$ cat src/shared/bstc_pkg.sv
// Purpose: shared constants and types for the bus service-request, trigger and terminator control
// Assumes: one 50 MHz clock, synchronous active-high reset
// Notes: mask and status layouts, trigger modes, terminator codes
`default_nettype none
package bstc_pkg;

	// service-request enable mask field positions
	localparam int MSK_LOOP   = 5;
	localparam int MSK_SETTLE = 4;
	localparam int MSK_INTVL  = 3;
	localparam int MSK_SCAN   = 2;
	localparam int MSK_ALARM  = 1;
	localparam int MSK_ERR    = 0;
	localparam logic [7:0] MASK_RESET = 8'h00;
	localparam logic [7:0] MASK_MAX   = 8'h3f;

	// status byte field positions
	localparam int STB_RQS  = 6;
	localparam int STB_KIND = 5;
	localparam int DATA_SETTLE = 4;
	localparam int DATA_INTVL  = 3;
	localparam int DATA_SCAN   = 2;
	localparam int DATA_ALARM  = 1;
	localparam int ERR_LOOP    = 3;
	localparam int ERR_REMOTE  = 2;
	localparam int ERR_OPTION  = 1;
	localparam int ERR_CMD     = 0;

	// trigger mode codes
	localparam logic [2:0] TRG_START_TALK = 3'h0;
	localparam logic [2:0] TRG_STOP_TALK  = 3'h1;
	localparam logic [2:0] TRG_START_GET  = 3'h2;
	localparam logic [2:0] TRG_STOP_GET   = 3'h3;
	localparam logic [2:0] TRG_START_X    = 3'h4;
	localparam logic [2:0] TRG_STOP_X     = 3'h5;
	localparam logic [2:0] TRG_START_EXT  = 3'h6;
	localparam logic [2:0] TRG_STOP_EXT   = 3'h7;
	localparam logic [2:0] TRG_RESET      = 3'h0;

	// terminator characters
	localparam logic [7:0] CHR_CR  = 8'h0d;
	localparam logic [7:0] CHR_LF  = 8'h0a;
	localparam logic [7:0] CHR_DEL = 8'h7f;

	// terminator kinds
	typedef enum logic [1:0] {
		BSTC_TERM_NONE = 2'h0,
		BSTC_TERM_ONE  = 2'h1,
		BSTC_TERM_TWO  = 2'h2
	} bstc_term_kind_t;

	// programmed terminator
	typedef struct packed {
		bstc_term_kind_t kind;
		logic [7:0]      first;
		logic [7:0]      second;
	} bstc_term_t;

	localparam bstc_term_t TERM_RESET = '{kind: BSTC_TERM_TWO, first: 8'h0d, second: 8'h0a};

	// event condition group
	typedef struct packed {
		logic loop;
		logic settle;
		logic intvl;
		logic scan;
		logic alarm;
		logic remote;
		logic option;
		logic cmd;
	} bstc_event_t;

endpackage
`default_nettype wire

$ cat src/design/bstc_ctl.sv
// Purpose: bus service request, trigger mode and output terminator control
// Assumes: bus events arrive decoded as one-cycle pulses synchronous to clk
// Notes: scan engine lives outside; this block issues start, stop and step pulses
`timescale 1ns/1ps
`default_nettype none
module bstc_ctl
(
	// clock and reset
	input  wire logic                  clk,
	input  wire logic                  sys_rst,
	// decoded bus commands
	input  wire logic                  mask_wr,
	input  wire logic [7:0]            mask_data,
	input  wire logic                  trig_mode_wr,
	input  wire logic [2:0]            trig_mode_data,
	input  wire logic                  term_wr,
	input  wire logic [7:0]            term_chr,
	input  wire logic                  dev_clr,
	input  wire logic                  talk_addr,
	input  wire logic                  data_req,
	input  wire logic                  group_trig,
	input  wire logic                  exec_chr,
	input  wire logic                  spoll_rd,
	// local stimuli
	input  wire logic                  ext_trig,
	input  wire logic                  button,
	input  wire logic                  matrix_mode,
	input  wire logic                  scan_running,
	// event conditions
	input  wire bstc_pkg::bstc_event_t evt,
	// output string in
	input  wire logic                  out_valid,
	input  wire logic [7:0]            out_data,
	input  wire logic                  out_last,
	output logic                       out_ready,
	// output string out
	output logic                       tx_valid,
	output logic [7:0]                 tx_data,
	input  wire logic                  tx_ready,
	// scan control
	output logic                       scan_start,
	output logic                       scan_stop,
	output logic                       cross_step,
	// status
	output logic [7:0]                 mask_ff,
	output logic [7:0]                 status_ff,
	output logic                       srq_ff,
	output logic [2:0]                 trig_mode_ff,
	output logic                       term_bad
);

	////////////////////////////////////////////////////////////////////////
	// submodules

	bstc_pkg::bstc_term_t term_ff;

	bstc_srq bstc_srq_i
	(
		.clk       (clk),
		.sys_rst   (sys_rst),
		.mask_wr   (mask_wr),
		.mask_data (mask_data),
		.evt       (evt),
		.spoll_rd  (spoll_rd),
		.mask_ff   (mask_ff),
		.status_ff (status_ff),
		.srq_ff    (srq_ff)
	);

	bstc_term bstc_term_i
	(
		.clk      (clk),
		.sys_rst  (sys_rst),
		.term_wr  (term_wr),
		.term_chr (term_chr),
		.dev_clr  (dev_clr),
		.term_ff  (term_ff),
		.term_bad (term_bad)
	);

	////////////////////////////////////////////////////////////////////////
	// trigger mode

	always_ff @(posedge clk)
	begin
		if (sys_rst)
			trig_mode_ff <= bstc_pkg::TRG_RESET;
		else if (trig_mode_wr)
			trig_mode_ff <= trig_mode_data;
	end

	////////////////////////////////////////////////////////////////////////
	// talk hold and external edge

	logic talk_pend_ff;
	logic ext_ff;
	logic btn_ff;
	logic ext_edge;
	logic btn_edge;

	// pending talk for the one cycle after talk address
	always_ff @(posedge clk)
	begin
		if (sys_rst)
			talk_pend_ff <= 1'b0;
		else if (data_req)
			talk_pend_ff <= 1'b0;
		else if (talk_addr)
			talk_pend_ff <= 1'b1;
		else
			talk_pend_ff <= 1'b0;
	end

	always_ff @(posedge clk)
	begin
		if (sys_rst)
		begin
			ext_ff <= 1'b0;
			btn_ff <= 1'b0;
		end
		else
		begin
			ext_ff <= ext_trig;
			btn_ff <= button;
		end
	end

	assign ext_edge = ext_trig & ~ext_ff;
	assign btn_edge = button & ~btn_ff;

	////////////////////////////////////////////////////////////////////////
	// trigger decode

	logic talk_hit;
	logic trig_hit;
	logic want_start;
	logic want_stop;

	// talk counts only when no data request followed
	assign talk_hit = talk_pend_ff & ~data_req;

	always_comb
	begin
		case (trig_mode_ff)
			bstc_pkg::TRG_START_TALK, bstc_pkg::TRG_STOP_TALK: trig_hit = talk_hit;
			bstc_pkg::TRG_START_GET, bstc_pkg::TRG_STOP_GET:   trig_hit = group_trig;
			bstc_pkg::TRG_START_X, bstc_pkg::TRG_STOP_X:       trig_hit = exec_chr;
			bstc_pkg::TRG_START_EXT, bstc_pkg::TRG_STOP_EXT:   trig_hit = ext_edge;
			default:                                           trig_hit = 1'b0;
		endcase
	end

	// even codes start, odd codes stop
	assign want_start = trig_hit & ~trig_mode_ff[0];
	assign want_stop  = trig_hit & trig_mode_ff[0];

	always_ff @(posedge clk)
	begin
		if (sys_rst)
		begin
			scan_start <= 1'b0;
			scan_stop  <= 1'b0;
			cross_step <= 1'b0;
		end
		else
		begin
			cross_step <= matrix_mode & trig_hit;
			// stop wins over a same-cycle start
			scan_start <= ~matrix_mode & ~want_stop & ((want_start & ~scan_running) | (btn_edge & ~scan_running));
			scan_stop  <= ~matrix_mode & ((want_stop | (btn_edge & scan_running)
				| (data_req & scan_running & trig_mode_ff == bstc_pkg::TRG_START_TALK)));
		end
	end

	////////////////////////////////////////////////////////////////////////
	// output string with terminator

	typedef enum logic [3:0] {
		BSTC_TX_DATA = 4'b0001,
		BSTC_TX_T1   = 4'b0010,
		BSTC_TX_T2   = 4'b0100,
		BSTC_TX_IDLE = 4'b1000
	} bstc_tx_state_t;

	bstc_tx_state_t tx_state_ff;
	bstc_tx_state_t nxt_tx_state;
	logic           tx_take;

	assign tx_take   = tx_valid & tx_ready;
	assign out_ready = (tx_state_ff == BSTC_TX_DATA) & (~tx_valid | tx_ready);

	always_comb
	begin
		nxt_tx_state = tx_state_ff;
		case (tx_state_ff)
			BSTC_TX_DATA:
			begin
				if (out_valid && out_ready && out_last && term_ff.kind != bstc_pkg::BSTC_TERM_NONE)
					nxt_tx_state = BSTC_TX_T1;
			end
			BSTC_TX_T1:
			begin
				if (tx_take)
					nxt_tx_state = (term_ff.kind == bstc_pkg::BSTC_TERM_TWO) ? BSTC_TX_T2 : BSTC_TX_IDLE;
			end
			BSTC_TX_T2:
			begin
				if (tx_take)
					nxt_tx_state = BSTC_TX_IDLE;
			end
			BSTC_TX_IDLE:
			begin
				if (tx_take)
					nxt_tx_state = BSTC_TX_DATA;
			end
			default:
				nxt_tx_state = BSTC_TX_DATA;
		endcase
	end

	always_ff @(posedge clk)
	begin
		if (sys_rst)
			tx_state_ff <= BSTC_TX_DATA;
		else
			tx_state_ff <= nxt_tx_state;
	end

	always_ff @(posedge clk)
	begin
		if (sys_rst)
		begin
			tx_valid <= 1'b0;
			tx_data  <= 8'h00;
		end
		else if (out_valid && out_ready)
		begin
			tx_valid <= 1'b1;
			tx_data  <= out_data;
		end
		else if (tx_state_ff == BSTC_TX_T1 && (~tx_valid | tx_ready))
		begin
			tx_valid <= 1'b1;
			tx_data  <= term_ff.first;
		end
		else if (tx_state_ff == BSTC_TX_T2 && tx_take)
		begin
			tx_valid <= 1'b1;
			tx_data  <= term_ff.second;
		end
		else if (tx_take)
			tx_valid <= 1'b0;
	end
endmodule
`default_nettype wire

$ cat src/design/bstc_srq.sv
// Purpose: service-request mask and status byte
// Assumes: event inputs are one-cycle pulses
// Notes: error events take precedence over data events in the byte
`timescale 1ns/1ps
`default_nettype none
module bstc_srq
(
	// clock and reset
	input  wire logic                 clk,
	input  wire logic                 sys_rst,
	// mask programming
	input  wire logic                 mask_wr,
	input  wire logic [7:0]           mask_data,
	// events and poll
	input  wire bstc_pkg::bstc_event_t evt,
	input  wire logic                 spoll_rd,
	// outputs
	output logic [7:0]                mask_ff,
	output logic [7:0]                status_ff,
	output logic                      srq_ff
);

	logic [7:0] nxt_status;
	logic       data_hit;
	logic       err_hit;

	always_ff @(posedge clk)
	begin
		if (sys_rst)
			mask_ff <= bstc_pkg::MASK_RESET;
		else if (mask_wr)
			mask_ff <= mask_data & bstc_pkg::MASK_MAX;
	end

	assign err_hit  = (evt.loop & mask_ff[bstc_pkg::MSK_LOOP])
		| ((evt.remote | evt.option | evt.cmd) & mask_ff[bstc_pkg::MSK_ERR]);
	assign data_hit = (evt.settle & mask_ff[bstc_pkg::MSK_SETTLE])
		| (evt.intvl & mask_ff[bstc_pkg::MSK_INTVL])
		| (evt.scan & mask_ff[bstc_pkg::MSK_SCAN])
		| (evt.alarm & mask_ff[bstc_pkg::MSK_ALARM]);

	always_comb
	begin
		nxt_status = 8'h00;
		nxt_status[bstc_pkg::STB_RQS] = 1'b1;
		if (err_hit)
		begin
			nxt_status[bstc_pkg::STB_KIND]   = 1'b1;
			nxt_status[bstc_pkg::ERR_LOOP]   = evt.loop & mask_ff[bstc_pkg::MSK_LOOP];
			nxt_status[bstc_pkg::ERR_REMOTE] = evt.remote & mask_ff[bstc_pkg::MSK_ERR];
			nxt_status[bstc_pkg::ERR_OPTION] = evt.option & mask_ff[bstc_pkg::MSK_ERR];
			nxt_status[bstc_pkg::ERR_CMD]    = evt.cmd & mask_ff[bstc_pkg::MSK_ERR];
		end
		else
		begin
			nxt_status[bstc_pkg::DATA_SETTLE] = evt.settle & mask_ff[bstc_pkg::MSK_SETTLE];
			nxt_status[bstc_pkg::DATA_INTVL]  = evt.intvl & mask_ff[bstc_pkg::MSK_INTVL];
			nxt_status[bstc_pkg::DATA_SCAN]   = evt.scan & mask_ff[bstc_pkg::MSK_SCAN];
			nxt_status[bstc_pkg::DATA_ALARM]  = evt.alarm & mask_ff[bstc_pkg::MSK_ALARM];
		end
	end

	always_ff @(posedge clk)
	begin
		if (sys_rst)
		begin
			status_ff <= 8'h00;
			srq_ff    <= 1'b0;
		end
		else if (err_hit | data_hit)
		begin
			status_ff <= nxt_status;
			srq_ff    <= 1'b1;
		end
		else if (spoll_rd)
		begin
			status_ff <= 8'h00;
			srq_ff    <= 1'b0;
		end
	end
endmodule
`default_nettype wire

$ cat src/design/bstc_term.sv
// Purpose: programmable output terminator store
// Assumes: command decoder presents the character after the letter
// Notes: rejected characters leave the terminator unchanged
`timescale 1ns/1ps
`default_nettype none
module bstc_term
(
	// clock and reset
	input  wire logic                  clk,
	input  wire logic                  sys_rst,
	// programming
	input  wire logic                  term_wr,
	input  wire logic [7:0]            term_chr,
	input  wire logic                  dev_clr,
	// outputs
	output var bstc_pkg::bstc_term_t   term_ff,
	output logic                       term_bad
);

	function automatic logic chr_forbidden(input logic [7:0] c);
		chr_forbidden = (c >= 8'h41 && c <= 8'h5a) || (c >= 8'h30 && c <= 8'h39)
			|| c == 8'h20 || c == 8'h2b || c == 8'h2d || c == 8'h2f || c == 8'h28
			|| c == 8'h29 || c == 8'h2e || c == 8'h65 || c == 8'h3a;
	endfunction

	assign term_bad = term_wr && chr_forbidden(term_chr);

	always_ff @(posedge clk)
	begin
		if (sys_rst || dev_clr)
			term_ff <= bstc_pkg::TERM_RESET;
		else if (term_wr && !chr_forbidden(term_chr))
		begin
			case (term_chr)
				bstc_pkg::CHR_LF:
					term_ff <= '{kind: bstc_pkg::BSTC_TERM_TWO, first: bstc_pkg::CHR_CR, second: bstc_pkg::CHR_LF};
				bstc_pkg::CHR_CR:
					term_ff <= '{kind: bstc_pkg::BSTC_TERM_TWO, first: bstc_pkg::CHR_LF, second: bstc_pkg::CHR_CR};
				bstc_pkg::CHR_DEL:
					term_ff <= '{kind: bstc_pkg::BSTC_TERM_NONE, first: 8'h00, second: 8'h00};
				default:
					term_ff <= '{kind: bstc_pkg::BSTC_TERM_ONE, first: term_chr, second: 8'h00};
			endcase
		end
	end
endmodule
`default_nettype wire

$ cat config.mk
export PLATFORM = sky130hd
export DESIGN_NAME = bstc_ctl
export DESIGN_NICKNAME = d
export VERILOG_FILES = /design/src/shared/bstc_pkg.sv /design/src/design/bstc_ctl.sv /design/src/design/bstc_srq.sv /design/src/design/bstc_term.sv
export SDC_FILE = /design/constraint.sdc
export NUM_CORES = 1
export LEC_CHECK = 0
export ABC_CLOCK_PERIOD_IN_PS = 2050
export BUFFER_PORTS_ARGS = -buffer_cell sky130_fd_sc_hd__clkbuf_2
export CORE_MARGIN = 2
export CORE_UTILIZATION = 44
export DETAILED_ROUTE_END_ITERATION = 8
export GPL_ROUTABILITY_DRIVEN = 1
export GPL_TIMING_DRIVEN = 1
export PLACE_DENSITY = 0.75
export SETUP_SLACK_MARGIN = 0.4
export SLEW_MARGIN = 20
export SYNTH_ARGS = -nofsm -noshare
export SYNTH_HDL_FRONTEND = slang
export SYNTH_SLANG_ARGS = --single-unit
$ cat constraint.sdc
create_clock -name clk -period 2.05 [get_ports clk]
set_clock_uncertainty 0.15 [all_clocks]
set_input_delay 0.41 -clock clk [delete_from_list [all_inputs] [get_ports clk]]
set_output_delay 0.41 -clock clk [all_outputs]
set_load 0.05 [all_outputs]
==> results of run 1 <==
[cell type report]
type                    count  area [sq um]
clock buffers               5          68.8
clock inverters             3          47.5
fillers                   459          1660
inverters                   6          22.5
multi-input cells         199          1470
flip-flops and latches     47           960
well taps                  70          87.6
repair buffers            122           823
[registers in the layout (all words and copies together), names as in the netlist, 3 cells and up]
name	cells
bstc_srq_i.mask_ff	6
tx_data	8
bstc_srq_i.status_ff	6
bstc_term_i.term_ff	12
tx_state_ff	4
trig_mode_ff	3
[metrics by stage]
| stage | hold WS, ns | instances | worst slack (ns) | setup TNS (ns) |
|---|---|---|---|---|
| final | 0.153 | 452 | -0.182 | -0.182 |
| after global routing | 0.145 | 452 | -0.228 | -0.242 |
| after CTS | 0.141 | 450 | -0.193 | -0.200 |
| after detailed placement | 0.299 | 427 | -0.314 | -2.26 |
| after global placement | 0.295 | 427 | -0.263 | -1.42 |
| after floorplan | 0.287 | 271 | -0.100 | -0.642 |
[logic make-up (layout without fill, tap and decap cells)]
kind of cell / Yosys count / count (layout) / share of synthesized area [%]
other: 1 / 3 / 0.159
and+or+nand+nor: 112 / 112 / 25.1
muxes: 24 / 24 / 10.4
DFF: 47 / 47 / 39.8
xor gates and xnor gates: 2 / 2 / 0.741
buffers and inverters: 26 / 136 / 6.83
AOI/OAI and AO/OA: 57 / 58 / 16.9
[cells in the final DEF, fill, tap and decap left out, types with 2 or more instances in the layout]
cell type / count
clkbuf_2: 74
dfxtp_1: 40
nor2_1: 31
nand2_1: 27
buf_4: 27
mux2i_1: 22
buf_6: 14
a21oi_1: 11
o21ai_0: 7
inv_1: 6
nor3_1: 5
clkbuf_8: 5
or3_1: 4
a21oi_2: 4
nand2b_1: 4
a222oi_1: 4
a22oi_1: 4
buf_8: 4
dfxtp_4: 4
nor2b_4: 3
nor2_4: 3
or3_4: 3
nand3b_1: 3
a311o_1: 3
a32oi_1: 3
conb_1: 3
dfxtp_2: 3
or4b_4: 2
nand2_4: 2
or4_1: 2
a211oi_1: 2
and2_1: 2
or3b_1: 2
o31ai_1: 2
nor3b_1: 2
a31oi_1: 2
nor2b_1: 2
[metal layers]
| layer | vias up | share of wire, % |
|---|---|---|
| li1 | 1187 | - |
| met1 | 1161 | 43 |
| met2 | 67 | 52 |
| met3 | 7 | 4.5 |
| met4 | 0 | 0.94 |
| met5 | - | 0 |
[how the worst max path moves through the flow]
| stage | start | end | slack (ns) | cells past startpoint |
|---|---|---|---|---|
| 4_1_cts | term_chr[1] | term_bad | -0.19 | 6 |
| 6_report | term_chr[3] | term_bad | -0.18 | 6 |
| 5_1_grt | term_chr[6] | term_bad | -0.23 | 5 |
| 3_3_place_gp | term_chr[4] | term_bad | -0.26 | 5 |
| 2_1_floorplan | term_chr[1] | term_bad | -0.10 | 5 |
| 3_5_place_dp | term_chr[4] | term_bad | -0.31 | 6 |
[power by group]
group          internal (W)  switching [W]  leakage, nW  total (W)
Sequential         0.000973      0.0000426        0.389    0.00102
Combinational      0.000345       0.000480         1.12   0.000825
Clock              0.000370       0.000322       0.0587   0.000692
[timing repair]
item / 4_1_cts / 5_1_grt
hold endpoints to repair: 0 / 0
setup endpoints to repair: 25 / 30
cloned: 2 / 0
pin swaps: 14 / 11
hold buffers: 0 / 0
resized for setup: 40 / 33
buffers inserted: 13 / 2
==> results summary, run 1 <==
The run finished, with violations left. The final reports fail on negative setup slack. The synthesized design spends more area on one cell type than any other, namely dfxtp_1. The placer congestion estimate came out at roughly 0.87. The most common cell in the synthesized netlist is dfxtp_1. The worst hold path terminates at scan_start. met2 is the most crowded layer. STA classifies the critical path endpoint as an output port. The met3 demand-to-capacity share in global routing came out at ~3.1%. The first-pass GRT wire length is just over 10 mm. The effective utilization at floorplan came out at approximately 46%.

The count of final setup violators came out at 1. The post-route total power is 0.00253 W. The area after detailed placement is 2980 sq um. The data arrival at the endpoint of the critical path came out at ~1.7 ns. The total track usage is 21.0%. The fraction of layout instances using a drive strength above 1 is about 45%. The slowest stage of the critical path is the or3b_4 cell. During placement, the flow inserted port buffers numbering 81. The final max-slew violation count was 0. The floorplan has 26 rows. The delay contributed by the slowest stage of the critical path is ~0.4 ns. For this run the aggregate overflow at the end of global routing stands at 0. The die outline area is ~6000 sq um.

In this run the number of H-tree levels came out at 2. The post-detailed-routing wire length came out at 6.31 mm. The clock passes through at most 2 buffers.

The height of the die is between 70 and 80 um. The length of the first detailed-routing pass in iterations is 4. The number of nets with antenna violations after routing is 0. The via count of the first global-routing pass is 2255. The worst path required time came out at roughly 1.5 ns. STA classifies the critical path startpoint as an input pin. Walking the worst path, the cells encountered are buf_6 > nand2_4 > or3b_4 > a2111oi_4 > o21a_2 > buf_8. The wire-length estimate of the detail-placed layout is approximately 4.5 mm. The count of state elements after synthesis is 47.

Relative to the synthesized area, the layout overhead comes to 47.2%. The final cell utilization of the core is 67.7%. The analysis attributes to cell leakage a power of 1.56 nW. Counting instances in the post-synthesis netlist gives the leading cell types as dfxtp_1, nor2_1, nand2_1, mux2i_1, a21oi_1. The number of primary I/O pins is 87. Static timing analysis puts the maximum clock frequency at 448 MHz.

For flop-to-flop paths, the worst setup slack is ~0.12 ns. The worst supply voltage drop on vdd came out at around 530 uV. TritonCTS built the clock tree. The highest fanout seen on the critical path is 5. The count of unique library cells instantiated by Yosys came out at between 50 and 60. The DRC violation total after the first TritonRoute iteration came out at ~120. The power per unit of standard cell area came out at 728 nW/um^2. The diode insertion count for antenna repair came out at 0. The source-to-sink clock delay at the later pin of the worst-skew pair came out at about 0.30 ns. The Yosys step of the flow raised 0 warnings. The startpoint identified for the worst register-to-register timing path is tx_state_ff[0].

For this run, global-route usage on met1 was measured as ~27%. The share of the clock period used by the worst path came out at 109%. At the pin with the least slew margin, the transition time is roughly 0.62 ns. For this run, the leading register cell type out of synthesis is dfxtp_1.

Synthesis produced a netlist whose cell count is 269. The core region is 5140 sq um. In the routed design, unresolved DRC markers number 0. In this run the most critical hold path is launched from matrix_mode. Summing over every cut layer, the via total after detailed routing is about 2400. Grouping stages by cell kind, the critical path spends the most delay in compound AO/OA/AOI/OAI gates.

The number of maximum-capacitance constraint violations came out at 0. The mean routed wirelength per cell came out at between 10 and 15 um. The initial antenna violation count is 0. The met2 track demand over resource in global routing is 36.6%. The tree built by TritonCTS fans out to between 40 and 50 sinks. The buffer and inverter count on the worst path came out at 2. The average vias per placed instance came out at roughly 5.4. The post-synthesis cell area came out at approximately 2400 sq um. The shortest period the worst path allows came out at 2.23 ns. The number of nets in the finished design is between 400 and 500. The clock buffer count from CTS came out at 5.

The number of cells on the worst reg-to-reg path is 6. The register area share after synthesis is around 40%. Setup repair after global routing could not meet its margin everywhere.

The final worst-path setup slack came out at -0.182 ns. The kind of critical path is in2out. In this run the clock root is driven by a clkbuf_8. Summed over its instances, the top area cell type makes up 39.8% of the synthesized netlist area. In this run the worst hold path is classified as in2reg. Ranked by total cell area, the synthesized netlist is headed by dfxtp_1, mux2i_1, nor2_1. Clock-pin slew was measured on the worst setup and hold paths at about 0.080 ns. The die is just under 80 um wide.

The share of synthesized registers carrying an async set or reset is 0%. The number of endpoints with negative hold slack in the final report is 0. In this run the critical register-to-register path is captured at tx_data[3]. The hold path depth came out at 2. Counting flops with a built-in enable in the synthesized netlist gives 0. After synthesis, the mean cell area works out to slightly below 9 sq um. Entering global routing, the biggest net connects 38 pins.

The worst-case headroom to the max-slew limit is 57.9%. Summing all non-filler instances in the final layout gives an area of 3480 sq um.
Power figures use the tool's default switching activity.
==> inputs of run 2 (changes only) <==
--- a/config.mk
+++ b/config.mk
@@ -12,8 +12,9 @@
 export DETAILED_ROUTE_END_ITERATION = 8
 export GPL_ROUTABILITY_DRIVEN = 1
 export GPL_TIMING_DRIVEN = 1
+export HOLD_SLACK_MARGIN = 0.15
 export PLACE_DENSITY = 0.75
-export SETUP_SLACK_MARGIN = 0.4
+export SETUP_SLACK_MARGIN = 0.02
 export SLEW_MARGIN = 20
 export SYNTH_ARGS = -nofsm -noshare
 export SYNTH_HDL_FRONTEND = slang
==> run 2 against run 1 <==
Effect of this change:
- the run still ends with negative setup slack left
- core utilization down 2.8 points
- via count down 1.9%
- clock power down 6.6%
- non-clock buffer count up 2
- largest power group unchanged
- highest routed layer unchanged
==> results summary, run 2 (synthesis results as in run 1) <==
Run status: finished with violations (unchanged). Failing checks: negative setup slack (unchanged). The data arrival at the endpoint of the critical path is 1.67 ns (about the same). The achievable frequency is 448 MHz (about the same). The number of primary I/O pins came out at 87 (unchanged). The placed cell count is 430 (was 427). The cell internal power dissipation came out at 0.00161 W (was 0.00169 W).

The shortest period the worst path allows is 2.23 ns (about the same). The post-route worst hold slack was 0.178 ns (was 0.153 ns). RSZ-0062 raised after global routing: true (unchanged). The placed wire-length estimate after detailed placement came out at 4.40 mm (was 4.51 mm).

The flip-flop count of the largest register after layout is 12 (unchanged). The total global routing overflow is 0 (unchanged). The source-to-sink clock delay at the later pin of the worst-skew pair is 0.29 ns (was 0.30 ns).

The final max-slew violation count is 0 (unchanged). Cells traversed along the worst timing path: clkbuf_2 > buf_6 > nand4bb_4 > or4_4 > o311ai_4 > o21a_2 > buf_12 (was buf_6 > nand2_4 > or3b_4 > a2111oi_4 > o21a_2 > buf_8). The number of cells traversed by the worst register-to-register path came out at 6 (unchanged). The via count of the first global-routing pass is 2321 (was 2255). The total track usage was 21.2% (was 21.0%).

The clock group share of total power was 27.1% (was 27.3%). The number of DRC violations after detailed routing is 0 (unchanged). The maximum buffer depth of the clock tree is 2 (unchanged).

The number of nets in the finished design came out at 435 (was 434). The leakage component of the power is 1.52 nW (was 1.56 nW). The signed area change from the synthesized netlist to the final layout came to 41.2% (was 47.2%). The terminus of the critical flop-to-flop path is tx_data[3] (unchanged). Largest registers in the final layout: bstc_term_i.term_ff x12, tx_data x8 (unchanged). The maximum number of pins on one net before global-route repair is 38 (unchanged).

The category of the worst setup path capture point was an output port (unchanged). The highest fanout seen on the critical path came out at 7 (was 5). The area after detailed placement is 2970 sq um (was 2980 sq um). The count of buffers inserted at the top-level ports came out at 81 (unchanged).

The share of total power in sequential cells came out at 42.6% (was 40.1%). The die outline area came out at 5970 sq um (unchanged). The delay contributed by the slowest stage of the critical path was 0.45 ns (was 0.39 ns). The mean routed wirelength per cell came out at 13.7 um (was 14.0 um). The switching fraction of total power came out at 32.4% (was 33.4%).

The DRC violation total after the first TritonRoute iteration was 70 (was 122). The post-detailed-routing wire length came out at 6.18 mm (was 6.31 mm). The share of the clock period used by the worst path was 109% (about the same).

The worst setup slack after placement came out at -0.279 ns (was -0.314 ns). The initial antenna violation count is 0 (unchanged). The worst supply voltage drop on vdd is 599 uV (was 530 uV). The final worst-path setup slack came out at -0.184 ns (was -0.182 ns). The H-tree depth was 2 (unchanged). The count of placed standard cells in the final layout, fillers left out came out at 452 (unchanged). The number of maximum-capacitance constraint violations is 0 (unchanged). The diode insertion count for antenna repair came out at 0 (unchanged). The fraction of layout instances using a drive strength above 1 came out at 40.6% (was 45.3%). Top library cells by usage in the layout, fill and taps aside: clkbuf_2, dfxtp_1, buf_4, nor2_1, nand2_1 (was clkbuf_2, dfxtp_1, nor2_1, nand2_1, buf_4). The register with the most flip-flops was bstc_term_i.term_ff (unchanged).

The endpoint with the worst hold slack is scan_start (unchanged). The switching power total is 0.000772 W (was 0.000845 W). The worst path required time was 1.49 ns (about the same).

The clock edge transition at the registers on the reported setup and hold paths is 0.08 ns (about the same). The most common cell after layout, fill and taps aside was clkbuf_2 (unchanged). The average vias per placed instance is 5.26 (was 5.36). The final instance area came out at 3340 sq um (was 3480 sq um). The placer congestion estimate is 0.930 (was 0.869). The hold path depth came out at 2 (unchanged).

The kind of critical path is in2out (unchanged). The hold path startpoint is matrix_mode (unchanged). The startpoint of the worst register-to-register path is tx_state_ff[0] (unchanged). The effective utilization at floorplan came to 46.0% (unchanged).

The start point of the critical path was term_chr[1] (was term_chr[3]). The clock buffer count from CTS is 5 (unchanged). The master of the slowest instance on the critical path is or4_4 (was or3b_4). The height of the die came out at 77.3 um (unchanged).

The count of final setup violators is 1 (unchanged). The startpoint class of the critical path was an input pin (unchanged). The power per unit of standard cell area came out at 714 nW/um^2 (was 728 nW/um^2). The post-route total power came to 0.00238 W (was 0.00253 W). The via total after detailed routing came out at 2376 (was 2422). The core outline area is 5140 sq um (unchanged).

The combinational group share of total power came out at 30.3% (was 32.6%). The worst-case register-to-register setup slack is 0.10 ns (was 0.12 ns). The first-pass GRT wire length came out at 10.3 mm (unchanged). The floorplan row count came to 26 (unchanged).

The path class of the lowest-slack min-delay path is in2reg (unchanged). The number of clock sinks is 47 (unchanged). The number of nets with antenna violations after routing is 0 (unchanged). The buffer cell driving the clock tree root is clkbuf_8 (unchanged).

The number of endpoints with negative hold slack in the final report is 0 (unchanged). The overall die width came to 77.3 um (unchanged). The CTS tree is built (unchanged). The length of the first detailed-routing pass in iterations came to 5 (was 4).
## run 2: cell count changes in the layout (fill, tap and decap cells not counted), sizes merged
cell	delta
clkbuf	+5
buf	-4
dlygate4sd3	+2
clkinv	-1
inv	-1
o31a	-1
## run 2: metrics by stage
step | utilization [%] | setup TNS (ns)
floorplan | - | -0.707
global placement | 57.7 | -2.14
detailed placement | 57.7 | -2.93
CTS | 63.5 | -0.190
global route | 64.9 | -0.683
finish | 64.9 | -0.184
## run 2: how the worst max path moves through the flow
stage	endpoint	slack, ns	cells past startpoint
6_report	term_bad	-0.18	7
5_1_grt	term_bad	-0.23	6
4_1_cts	term_bad	-0.19	6
3_5_place_dp	term_bad	-0.28	6
3_3_place_gp	term_bad	-0.22	5
2_1_floorplan	term_bad	-0.16	5
## run 2: per-layer routing
metal	wire, um	share of wire, %	GRT usage, %
met3	339	5.5	4.35
met5	0	0	0
met2	2970	48	34.6
met1	2690	44	26.8
met4	179	2.9	9.82
## run 2: power by group through the flow
stage	sequential, W	clock [W]	combinational (W)
floorplan	0.00117	0	0.000325
global placement	0.00104	0	0.000630
detailed placement	0.00104	0	0.000638
CTS	0.00101	0.000662	0.000695
global route	0.00102	0.000699	0.000772
finish	0.00101	0.000646	0.000722
## run 2: worst max-delay path, delay by kind of cell
kind	cells	cell delay, ns
buffers and inverters	3	0.42
AND/OR/NAND/NOR	2	0.56
AO/OA/AOI/OAI	2	0.28
## run 2: layout make-up
| class | instances | area, sq um |
|---|---|---|
| repair buffers | 124 | 791 |
| fillers | 446 | 1800 |
| flip-flops and latches | 47 | 953 |
| clock inverters | 1 | 30.0 |
| well taps | 70 | 87.6 |
| clock buffers | 6 | 72.6 |
| multi-input cells | 198 | 1380 |
| inverters | 6 | 22.5 |
## run 2: timing repair
item                       4_1_cts  5_1_grt
hold buffers                     2        0
hold endpoints to repair         2        0
resized for setup               24        9
pin swaps                        8        9
setup endpoints to repair        2       21
setup buffers                   10        3
==> inputs of run 3 (changes only) <==
--- a/config.mk
+++ b/config.mk
@@ -5,15 +5,16 @@
 export SDC_FILE = /design/constraint.sdc
 export NUM_CORES = 1
 export LEC_CHECK = 0
+export ABC_AREA = 1
 export ABC_CLOCK_PERIOD_IN_PS = 2050
-export BUFFER_PORTS_ARGS = -buffer_cell sky130_fd_sc_hd__clkbuf_2
 export CORE_MARGIN = 2
-export CORE_UTILIZATION = 44
+export CORE_UTILIZATION = 56
 export DETAILED_ROUTE_END_ITERATION = 8
+export DONT_BUFFER_PORTS = 1
 export GPL_ROUTABILITY_DRIVEN = 1
 export GPL_TIMING_DRIVEN = 1
 export HOLD_SLACK_MARGIN = 0.15
-export PLACE_DENSITY = 0.75
+export PLACE_DENSITY = 0.74
 export SETUP_SLACK_MARGIN = 0.02
 export SLEW_MARGIN = 20
 export SYNTH_ARGS = -nofsm -noshare
==> run 3 against run 2 <==
Effect of this change:
- the flow now finishes without violations
- hold slack got worse by 0.025 ns
- die area shrank 20%
- clock power down 6.7%
- total power up 12%
- via count rose by 0.25%
- cell area is 12% lower
- routed wire length is 3.1% lower
- sequential power grew 30%
- final cell count fell by 0.66%
- largest cell class unchanged
==> results summary, run 3 <==
The core outline area is 4030 sq um (was 5140 sq um). The final max-slew violation count came out at 0 (unchanged). The placed wire-length estimate after detailed placement is 4.12 mm (was 4.40 mm). The leakage component of the power is 1.34 nW (was 1.52 nW).

Measured against its own limit, the worst slew margin works out to between 50% and 60%. The worst setup slack after placement came to 0.0972 ns (was -0.279 ns). The worst-case register-to-register setup slack came to 0.34 ns (was 0.10 ns). The source-to-sink clock delay at the later pin of the worst-skew pair came out at 0.30 ns (was 0.29 ns). The count of final setup violators is 0 (was 1).

The initial antenna violation count is 0 (unchanged). The clock buffer count from CTS is 5 (unchanged). The clock edge transition at the registers on the reported setup and hold paths is 0.09 ns (was 0.08 ns). The startpoint of the worst register-to-register path is tx_state_ff[3] (was tx_state_ff[0]). The number of cells traversed by the worst register-to-register path came to 8 (was 6). The height of the die is 69.0 um (was 77.3 um). The number of standard cells after synthesis came out at 352 (was 269). The number of endpoints with negative hold slack in the final report came to 0 (unchanged). The maximum number of pins on one net before global-route repair came out at 19 (was 38). Ranking of synthesized cells by instance count: nand2_1, nor2_1, dfxtp_1, inv_1, nand3_1 (was dfxtp_1, nor2_1, nand2_1, mux2i_1, a21oi_1).

The startpoint class of the critical path is an input pin (unchanged). The total global routing overflow came out at 0 (unchanged). RSZ-0062 raised after global routing: false (was true). The kind of critical path is in2out (unchanged).

The worst setup path endpoint is term_bad (unchanged). The category of the worst setup path capture point was an output port (unchanged). The length of the first detailed-routing pass in iterations came out at 4 (was 5). The master of the slowest instance on the critical path is nor2_1 (was or4_4). The met1 capacity usage during global routing was 27.2% (was 26.8%). The via count of the first global-routing pass is 2204 (was 2321). The start point of the critical path is term_chr[6] (was term_chr[1]). The placer congestion estimate is 0.909 (was 0.930).

The average vias per placed instance is 5.31 (was 5.26). The number of nets with antenna violations after routing came out at 0 (unchanged). The H-tree depth came out at 2 (unchanged).

Largest registers in the final layout: bstc_term_i.term_ff x12, tx_data x8 (unchanged). The final worst-path setup slack came out at 0.125 ns (was -0.184 ns). The number of nets in the finished design came out at 451 (was 435). The critical path depth is 8 (was 7).

The path class of the lowest-slack min-delay path is in2reg (unchanged). The count of yosys warnings during synthesis came out at 0 (unchanged). Run status: complete, no violations (was finished with violations). The biggest area consumer among synthesized cells is dfxtp_1 (unchanged). Top library cells by usage in the layout, fill and taps aside: nand2_1, nor2_1, dfxtp_1, inv_1, dlygate4sd3_1 (was clkbuf_2, dfxtp_1, buf_4, nor2_1, nand2_1).

The die outline area was 4750 sq um (was 5970 sq um). The top cell type's share of synthesized area is 39.8% (about the same). The met3 demand-to-capacity share in global routing is 6.33% (was 4.35%). The register area share after synthesis came out at 39.8% (about the same). The most common cell after layout, fill and taps aside is nand2_1 (was clkbuf_2). The share of the clock period used by the worst path was 93.9% (was 109%). The count of unique library cells instantiated by Yosys is 30 (was 58). The achievable frequency is 519 MHz (was 448 MHz). The signed area change from the synthesized netlist to the final layout is 23.7% (was 41.2%). The number of clock sinks came out at 47 (unchanged). The most heavily used metal layer in global routing is met2 (unchanged). Among the stages of the critical path, the cell type that occurs most often is nand2_1. The post-synthesis cell area is 2360 sq um (about the same). The shortest period the worst path allows is 1.93 ns (was 2.23 ns). The number of primary I/O pins came to 87 (unchanged).

The number of maximum-capacitance constraint violations is 0 (unchanged). The buffer cell driving the clock tree root is clkbuf_8 (unchanged). The CTS tree was built (unchanged). The worst supply voltage drop on vdd came out at 629 uV (was 599 uV). The flip-flop count of the largest register after layout is 12 (unchanged). The DRC violation total after the first TritonRoute iteration came out at 123 (was 70). The final instance area is 2920 sq um (was 3340 sq um). The fraction of layout instances using a drive strength above 1 is 12.5% (was 40.6%).

At the pin with the least slew margin, the transition time is ~0.73 ns. The maximum buffer depth of the clock tree is 2 (unchanged). The post-detailed-routing wire length came out at 5.99 mm (was 6.18 mm). The area after detailed placement came out at 2480 sq um (was 2970 sq um). The final cell utilization of the core came out at 72.5% (was 64.9%). Cells traversed along the worst timing path: nor2_1 > nand2_1 > nand2_1 > nand2_1 > nor2_1 > nor2_4 > nor2_2 > buf_12 (was clkbuf_2 > buf_6 > nand4bb_4 > or4_4 > o311ai_4 > o21a_2 > buf_12). The buffer and inverter count on the worst path came out at 1 (was 3). The mean routed wirelength per cell is 13.3 um (was 13.7 um). The register with the most flip-flops is bstc_term_i.term_ff (unchanged). The number of enable-type register cells in the synthesized netlist came out at 0 (unchanged).

The delay contributed by the slowest stage of the critical path came out at 0.22 ns (was 0.45 ns). The post-route setup TNS came to 0 ns (was -0.184 ns). The worst path required time was 1.49 ns (about the same).

The power per unit of standard cell area came out at 910 nW/um^2 (was 714 nW/um^2). The highest fanout seen on the critical path came out at 5 (was 7). The most common cell in the synthesized netlist is nand2_1 (was dfxtp_1).

The share of synthesized registers carrying an async set or reset came out at 0% (unchanged). The effective utilization at floorplan came to 58.6% (was 46.0%). The count of state elements after synthesis came out at 47 (unchanged). The count of buffers inserted at the top-level ports came to 0 (was 81).

The via total after detailed routing came out at 2382 (was 2376). The diode insertion count for antenna repair is 0 (unchanged). The met2 track demand over resource in global routing is 45.9% (was 34.6%). The hold path depth is 2 (unchanged).

The dominant synthesized flop cell was dfxtp_1 (unchanged). The overall die width was 69.0 um (was 77.3 um). The total track usage came to 24.9% (was 21.2%). The per-instance average area after synthesis came out at 6.71 sq um (was 8.79 sq um).

The floorplan row count is 23 (was 26). The family with the most delay on the worst path was simple AND/OR/NAND/NOR gates (unchanged). The number of DRC violations after detailed routing came out at 0 (unchanged). The first-pass GRT wire length came to 8.92 mm (was 10.3 mm). The terminus of the critical flop-to-flop path is tx_data[3] (unchanged). Top cells by area in the synthesized netlist: dfxtp_1, nand2_1, nor2_1 (was dfxtp_1, mux2i_1, nor2_1). The data arrival at the endpoint of the critical path was 1.37 ns (was 1.67 ns).
-- run 3: cell type report --
cell class,count,area [sq um]
Clock buffer,6,82.6
Clock inverter,2,16.3
Fill cell,336,1110
Inverter,41,154
Multi-Input combinational cell,257,1230
Sequential cell,47,941
Tap cell,50,62.6
Timing Repair Buffer,46,438
-- run 3: worst min path at each step --
| stage | from | end |
|---|---|---|
| floorplan | bstc_term_i.term_ff[11] | bstc_term_i.term_ff[11] |
| finish | trig_mode_wr | trig_mode_ff[0] |
| global route | evt[1] | bstc_srq_i.status_ff[1] |
| CTS | out_data[0] | tx_data[0] |
| global placement | bstc_term_i.term_ff[15] | bstc_term_i.term_ff[15] |
| detailed placement | bstc_term_i.term_ff[3] | bstc_term_i.term_ff[3] |
-- run 3: timing repair --
action	CTS	global route
setup endpoints to repair	0	10
hold buffers	29	2
gates resized for setup	0	2
endpoints found under the hold margin	38	4
buffers inserted	0	3
-- run 3: power breakdown --
| part | switching [W] | internal [W] | total, W |
|---|---|---|---|
| registers | 0.000288 | 0.00102 | 0.00131 |
| logic | 0.000491 | 0.000257 | 0.000748 |
| clock network | 0.000327 | 0.000276 | 0.000603 |
-- run 3: worst register-to-register path: stages, from the launching register on --
cell and delay (ns):
dfxtp_1 0.36, nor2_4 0.14, nand3_2 0.13, nor3_4 0.36, inv_2 0.16, nor2_1 0.12
nor2_1 0.05, nand2_1 0.09, a21oi_2 0.05
-- run 3: cell families (layout without fill, tap and decap cells) --
group,count (synthesis),count (layout),synth area share [%]
flops,47,47,39.8
simple gates,195,195,37.3
buf+inv,50,95,8.85
other cells,1,3,0.159
compound gates,59,59,13.9
-- run 3: stage by stage --
| step | cells | power [W] | hold WS, ns |
|---|---|---|---|
| after floorplan | 354 | 0.00186 | 0.292 |
| after global placement | 407 | 0.00199 | 0.306 |
| after detailed placement | 407 | 0.00200 | 0.308 |
| after CTS | 444 | 0.00264 | 0.150 |
| after global routing | 449 | 0.00279 | 0.155 |
| final | 449 | 0.00266 | 0.152 |
-- run 3: routing by layer --
metal,up-vias,part of all wire (%)
met5,-,0
met4,0,2.0
met3,15,7.2
met2,81,51
met1,1076,39
li1,1210,-
